[src/brf_defines.vh]
// Purpose: constants for the channel rate, gain and filter configuration block
// Assumes: classic wishbone slave, 32-bit data, byte addresses
// Notes:   register index times four gives the byte address
`ifndef BRF_DEFINES_VH
`define BRF_DEFINES_VH
`define BRF_IDX_CHAN_CFG     8'h15
`define BRF_IDX_GEN_CFG      8'h10
`define BRF_IDX_RESYNC       8'h09
`define BRF_IDX_STATUS       8'h11
`define BRF_RATE_MSB         23
`define BRF_RATE_LSB         22
`define BRF_GAIN_MSB         17
`define BRF_GAIN_LSB         16
`define BRF_HPF_BIT          14
`define BRF_LPF_MSB          13
`define BRF_LPF_LSB          12
`define BRF_MCLK_MSB         21
`define BRF_MCLK_LSB         20
`define BRF_RATE_RST         2'h2
`define BRF_GAIN_RST         2'h0
`define BRF_HPF_RST          1'h1
`define BRF_LPF_RST          2'h1
`define BRF_MCLK_RST         2'h0
`define BRF_LPF_BYPASS       2'h0
`define BRF_LPF_40HZ         2'h1
`define BRF_LPF_100HZ        2'h2
`define BRF_LPF_150HZ        2'h3
`define BRF_CFG_MASK         24'hc37000
`endif

[src/brf_config.v]
// Purpose: channel rate, gain, high-pass and low-pass configuration register with effective-value mapping
// Assumes: classic wishbone slave; one clock; ack one cycle after request
// Notes:   rate figures are in tenths of sps, cutoffs in hundredths of hz
//
// Summary of operation
// - channel config writes pulse a record disturbance flag
// - resync command realigns sample timing
// - rate field bits 23:22, reset code 10
// - master clock 00 gives 512/256/128 sps
// - master clock 01 gives 500/250/125 sps
// - master clock 10 code 10 gives 200 sps
// - master clock 11 code 10 gives 199.8
// - gain field 17:16 selects 20 to 160
// - bit 14 bypasses or applies 0.50hz highpass
// - lowpass code 00 decimates only
// - 100hz/150hz honoured only at allowed rates
// - unsupported lowpass falls back to 40hz internally
// - reads return effective lowpass setting
// - 32768hz cutoffs 40.96, 102.4, 153.6, 28.35
// - 32000hz cutoffs 40.00, 100.0, 150.0, 27.68
// - 200 sps gives 40.00, 199.8 gives 39.96
`timescale 1ns/100ps
`include "brf_defines.vh"
module brf_config (
  input  wire        clk,
  input  wire        nrst,
  input  wire        wb_cyc_i,
  input  wire        wb_stb_i,
  input  wire        wb_we_i,
  input  wire [9:0]  wb_adr_i,
  input  wire [3:0]  wb_sel_i,
  input  wire [31:0] wb_dat_i,
  output reg  [31:0] wb_dat_o,
  output wire        wb_ack_o,
  output reg  [1:0]  output_rate_code,
  output reg  [1:0]  channel_gain_code,
  output reg         highpass_select,
  output reg  [1:0]  lowpass_select,
  output reg  [1:0]  master_clock_select,
  output reg         rate_valid,
  output reg  [12:0] sample_rate_tenths,
  output reg  [7:0]  gain_vv,
  output reg  [15:0] lowpass_cutoff_centihz,
  output reg  [7:0]  highpass_cutoff_centihz,
  output reg         resync_pulse,
  output reg         config_changed
);
  // ---------------------------------------------------------------
  // bus decode
  // ---------------------------------------------------------------
  reg        ack;
  wire       req = wb_cyc_i & wb_stb_i & ~ack;
  wire [7:0] idx = wb_adr_i[9:2];
  wire       wr  = req & wb_we_i;
  assign wb_ack_o = ack;

  // ---------------------------------------------------------------
  // stored fields
  // ---------------------------------------------------------------
  reg  [1:0] rate_q;
  reg  [1:0] gain_q;
  reg        hpf_q;
  reg  [1:0] lpf_q;
  reg  [1:0] mclk_q;
  reg        resync_seen;
  reg        cfg_dirty;
  reg  [1:0] next_eff_lpf;
  reg        next_rate_valid;
  reg  [12:0] next_rate;
  reg  [15:0] next_cut;

  // effective lowpass and rate decode
  always @* begin
    next_rate_valid = 1'b1;
    next_rate       = 13'h0000;
    next_eff_lpf    = lpf_q;
    next_cut        = 16'h0000;
    case (mclk_q)
      2'h0: begin
        case (rate_q)
          2'h0: next_rate = 13'd5120;
          2'h1: next_rate = 13'd2560;
          2'h2: next_rate = 13'd1280;
          default: next_rate_valid = 1'b0;
        endcase
      end
      2'h1: begin
        case (rate_q)
          2'h0: next_rate = 13'd5000;
          2'h1: next_rate = 13'd2500;
          2'h2: next_rate = 13'd1250;
          default: next_rate_valid = 1'b0;
        endcase
      end
      2'h2: begin
        if (rate_q == 2'h2) begin
          next_rate = 13'd2000;
        end else begin
          next_rate_valid = 1'b0;
        end
      end
      default: begin
        if (rate_q == 2'h2) begin
          next_rate = 13'd1998;
        end else begin
          next_rate_valid = 1'b0;
        end
      end
    endcase
    // 100hz needs a fast rate on the first two clocks, 150hz the fastest
    if (lpf_q == `BRF_LPF_100HZ && !(mclk_q[1] == 1'b0 && rate_q[1] == 1'b0)) begin
      next_eff_lpf = `BRF_LPF_40HZ;
    end
    if (lpf_q == `BRF_LPF_150HZ && !(mclk_q[1] == 1'b0 && rate_q == 2'h0)) begin
      next_eff_lpf = `BRF_LPF_40HZ;
    end
    if (next_eff_lpf == `BRF_LPF_BYPASS) begin
      next_cut = 16'h0000;
    end else begin
      case ({mclk_q, rate_q})
        4'h0: next_cut = (next_eff_lpf == `BRF_LPF_40HZ) ? 16'd4096 :
                         (next_eff_lpf == `BRF_LPF_100HZ) ? 16'd10240 : 16'd15360;
        4'h1: next_cut = (next_eff_lpf == `BRF_LPF_40HZ) ? 16'd4096 : 16'd10240;
        4'h2: next_cut = 16'd2835;
        4'h4: next_cut = (next_eff_lpf == `BRF_LPF_40HZ) ? 16'd4000 :
                         (next_eff_lpf == `BRF_LPF_100HZ) ? 16'd10000 : 16'd15000;
        4'h5: next_cut = (next_eff_lpf == `BRF_LPF_40HZ) ? 16'd4000 : 16'd10000;
        4'h6: next_cut = 16'd2768;
        4'ha: next_cut = 16'd4000;
        4'he: next_cut = 16'd3996;
        default: next_cut = 16'h0000;
      endcase
    end
  end

  // ---------------------------------------------------------------
  // register writes and bus answer
  // ---------------------------------------------------------------
  always @(posedge clk or negedge nrst) begin
    if (!nrst) begin
      ack          <= 1'b0;
      rate_q       <= `BRF_RATE_RST;
      gain_q       <= `BRF_GAIN_RST;
      hpf_q        <= `BRF_HPF_RST;
      lpf_q        <= `BRF_LPF_RST;
      mclk_q       <= `BRF_MCLK_RST;
      resync_pulse <= 1'b0;
      resync_seen  <= 1'b0;
      cfg_dirty    <= 1'b0;
      config_changed <= 1'b0;
      wb_dat_o     <= 32'h00000000;
    end else begin
      ack            <= req;
      resync_pulse   <= 1'b0;
      config_changed <= 1'b0;
      if (wr && idx == `BRF_IDX_CHAN_CFG) begin
        config_changed <= 1'b1;
        cfg_dirty      <= 1'b1;
        if (wb_sel_i[2]) begin
          rate_q <= wb_dat_i[`BRF_RATE_MSB:`BRF_RATE_LSB];
          gain_q <= wb_dat_i[`BRF_GAIN_MSB:`BRF_GAIN_LSB];
        end
        if (wb_sel_i[1]) begin
          hpf_q <= wb_dat_i[`BRF_HPF_BIT];
          lpf_q <= wb_dat_i[`BRF_LPF_MSB:`BRF_LPF_LSB];
        end
      end else if (wr && idx == `BRF_IDX_GEN_CFG && wb_sel_i[2]) begin
        mclk_q    <= wb_dat_i[`BRF_MCLK_MSB:`BRF_MCLK_LSB];
        cfg_dirty <= 1'b1;
      end else if (wr && idx == `BRF_IDX_RESYNC) begin
        resync_pulse <= 1'b1;
        resync_seen  <= 1'b1;
        cfg_dirty    <= 1'b0;
      end
      wb_dat_o <= 32'h00000000;
      if (req && !wb_we_i) begin
        case (idx)
          `BRF_IDX_CHAN_CFG: wb_dat_o <= {8'h00, rate_q, 4'h0, gain_q, 1'b0, hpf_q, next_eff_lpf, 12'h000};
          `BRF_IDX_GEN_CFG:  wb_dat_o <= {10'h000, mclk_q, 20'h00000};
          `BRF_IDX_STATUS:   wb_dat_o <= {29'h00000000, resync_seen, cfg_dirty, next_rate_valid};
          default:           wb_dat_o <= 32'h00000000;
        endcase
      end
    end
  end

  // ---------------------------------------------------------------
  // effective settings to the channel
  // ---------------------------------------------------------------
  always @(posedge clk or negedge nrst) begin
    if (!nrst) begin
      output_rate_code        <= `BRF_RATE_RST;
      channel_gain_code       <= `BRF_GAIN_RST;
      highpass_select         <= `BRF_HPF_RST;
      lowpass_select          <= `BRF_LPF_RST;
      master_clock_select     <= `BRF_MCLK_RST;
      rate_valid              <= 1'b1;
      sample_rate_tenths      <= 13'd1280;
      gain_vv                 <= 8'd20;
      lowpass_cutoff_centihz  <= 16'd2835;
      highpass_cutoff_centihz <= 8'd50;
    end else begin
      output_rate_code        <= rate_q;
      channel_gain_code       <= gain_q;
      highpass_select         <= hpf_q;
      lowpass_select          <= next_eff_lpf;
      master_clock_select     <= mclk_q;
      rate_valid              <= next_rate_valid;
      sample_rate_tenths      <= next_rate;
      gain_vv                 <= 8'd20 << gain_q;
      lowpass_cutoff_centihz  <= next_cut;
      highpass_cutoff_centihz <= hpf_q ? 8'd50 : 8'd0;
    end
  end
endmodule

[config.mk]
export PLATFORM = sky130hd
export DESIGN_NAME = brf_config
export DESIGN_NICKNAME = d
export VERILOG_FILES = /design/src/brf_config.v
export VERILOG_INCLUDE_DIRS = /design/src
export SDC_FILE = /design/constraint.sdc
export NUM_CORES = 1
export LEC_CHECK = 0
export ABC_AREA = 1
export BUFFER_PORTS_ARGS = -buffer_cell sky130_fd_sc_hd__buf_2
export CORE_ASPECT_RATIO = 0.6
export CORE_MARGIN = 3
export CORE_UTILIZATION = 40
export CTS_CLUSTER_DIAMETER = 30
export CTS_CLUSTER_SIZE = 8
export DETAILED_ROUTE_END_ITERATION = 12
export PLACE_DENSITY = 0.77
export SYNTH_ARGS = -nofsm -noshare
export SYNTH_HDL_FRONTEND = slang
export SYNTH_SLANG_ARGS = --single-unit
[constraint.sdc]
create_clock -name clk -period 2.2 [get_ports clk]
set_input_delay 0.44 -clock clk [delete_from_list [all_inputs] [get_ports clk]]
set_output_delay 0.44 -clock clk [all_outputs]
set_load 0.02 [all_outputs]
==> flow_summary.toml <==
[outcome]
status = "finished clean"

[finish]
layout-drive-gt1-share_pct = 32.67
num-nets-final = 455
areaGrowthSynthToFinish_pct = 25.00
seqCellArea_sq_um = 1672
n_antenna_cell = 0
utilization_pct = 52.69
fill_cells = 633
final_area_sq_um = 3578
stdcell_count = 488
multiInputGateArea_sq_um = 847.1

[clocking]
clkSinkCount = 66
holdBufCountCts = 0
clk_latency_ns = 0.33
cts.clk_slew.worst_paths_ns = 0.06
htreeDepth = 3
postCtsSetupRepairBufs = 0
cts_resized = 0
cts_buffer_depth = 2
tritoncts = "built"
cts_root_buffer = "clkbuf_16"
cts_buffers = 9

[setup_path]
max_stage_delay_ns = 0.53
path_class = "register to register"
endpoint_kind = "register"
path_cells = "inv_1 -> ha_1 -> nand3_1 -> o21ai_0 -> nand2_1 -> inv_1 -> ha_1 -> inv_1 -> nand2_1 -> a31oi_1"
cp_num_buf_inv = 3
critical_path.top_delay_family = "flip-flops"
path_common_cell = "inv_1"
cpMaxStageDelayCell = "dfstp_2"
startpoint_type = "register"
worst_ep_required_time_ns = 2.41
crit_arrival_ns = 2.24
cp_max_fo = 5

[drt]
routed-via-count = 2096
dr.first_iter.drc_count = 102
drt_wl_total_um = 6049
wl_per_cell_um = 12.40
antenna_left = 0
dr.pass1.iters = 4
viasPerCell = 4.295
drc = 0

[floorplan]
rows = 23
start_util_pct = 42.15
dieArea_sq_um = 8241
core_sq_um = 6792
die_y_um = 71.53
die_w_um = 115.2
num_io_pins = 141

[placed_design]
dp_hpwl_um = 4674
placed_cells = 472
post_dp_cell_area_sq_um = 3276
place_congestion = 0.9120
post-place-ws_ns = 0.1967
numPortBuffers = 83

[logic_synthesis]
yosysMostFrequentCell = "nand2_1"
async_flop_share_pct = 100.0
synth_seq_cells = 66
synth_common_cells = "nand2_1 (55), dfrtp_1 (50), inv_1 (47)"
synth_top_area_share_pct = 43.71
synth_cell_types = 24
seq_area_frac_synth_pct = 58.39
yosysWarnings = 0
netlist_top_cells_area = "dfrtp_1 (44%), dfstp_2 (15%), buf_4 (9.2%)"
synth-main-ff-cell = "dfrtp_1"
netlist_area_sq_um = 2863
synth_cells = 304
syn-mean-instance-area_sq_um = 9.417
synth_edf_count = 0
synth_top_area_cell = "dfrtp_1"

[global_route]
grt_overflow_total = 0
grt_max_degree = 67
grt_pass1_wl_um = 9570
first_global_vias = 2015
antenna_found_initial = 0
grt_util_all_layers_pct = 15.44

[timing]
setup_tns_ns = 0
setup_viol = 0
fin_crit_sh_pct = 92.26
period_minus_slack_ns = 2.030
drv_slew = 0
fin_skew_ns = 0.005016
max_freq_mhz = 492.7
hold_viol = 0
final.setup.worst_slack_ns = 0.1703
rsz0062_at_grt = "no"
hold_ws_ns = 0.1237

[pwr]
peakVddDrop_uv = 446.2
p_leak_nw = 2.148
powerDensity_nw_per_um2 = 779.1
total_power_mw = 2.788

[run]
maxCapViolCount = 0

[worst_hold_path]
hp-class = "input port to async pin"
[cell type report]
cell class,instances,area share [%]
Timing Repair Buffer,87,12.80
Inverter,50,5.315
Clock buffer,9,6.294
Tap cell,87,3.042
Sequential cell,66,46.71
Multi-Input combinational cell,182,23.67
Clock inverter,7,2.168
[logic make-up (layout without fill, tap and decap cells)]
logic type	count (synthesis)	in the layout	share of synthesized area [%]
AND/OR/NAND/NOR	132	132	19.80
AO/OA/AOI/OAI	12	12	2.360
buffers and inverters	85	153	15.82
adder cells (fa/ha/maj)	8	8	3.497
flip-flops	66	66	58.39
other	1	30	0.1310
[state kept, by name, indices dropped and copies added, names as in the netlist, 6 cells and up]
| signal | count |
|---|---|
| wb_dat_o | 12 |
| lowpass_cutoff_centihz | 13 |
| sample_rate_tenths | 12 |
| gain_vv | 6 |
[placed cells by master, fill, tap and decap left out, types with 2 or more instances in the layout]
master     count
buf_4          3
dfstp_2       16
a31oi_1        2
buf_2         83
nand2_1       55
inv_1         47
nand3_1       16
conb_1        30
nor3_1         3
nor2_1        46
inv_2          2
nand2_4        2
nor2_2         4
ha_1           8
inv_6          2
dfrtp_1       50
clkbuf_16      9
clkinv_4       2
o21ai_0        3
nand4_1        3
a21oi_1        4
[layer usage]
metal	share of wire (%)	up-vias	GRT usage, %
met5	0	-	0
met4	0.60	0	5.859
met3	7.8	7	6.076
met2	43	76	21.35
met1	48	977	21.88
li1	-	1036	-
[final timing paths]
check	startpoint	to	slack, ns	depth (start not counted)
worst max-delay path	rate_q[1]	lowpass_cutoff_centihz[7]	0.17	10
worst min-delay path	nrst	master_clock_select[0]	0.12	2
worst max register to register	rate_q[1]	lowpass_cutoff_centihz[7]	0.17	10
worst min register to register	hpf_q	highpass_cutoff_centihz[4]	0.38	0
max in group asynchronous	nrst	lpf_q[0]	1.77	2
min in group clk	wb_dat_i[12]	lpf_q[0]	0.31	3
[power by group]
part | switching [mW] | internal [mW]
Combinational | 0.106 | 0.0315
Clock | 0.539 | 0.885
Sequential | 0.00324 | 1.22
[worst reg2reg max path: stages (launching register included)]
cell and delay, ns:
dfstp_2 0.53, inv_1 0.08, ha_1 0.25, nand3_1 0.10, o21ai_0 0.07, nand2_1 0.15
inv_1 0.08, ha_1 0.24, inv_1 0.07, nand2_1 0.07, a31oi_1 0.29
Note: power is estimated with default switching activity, not from simulation.
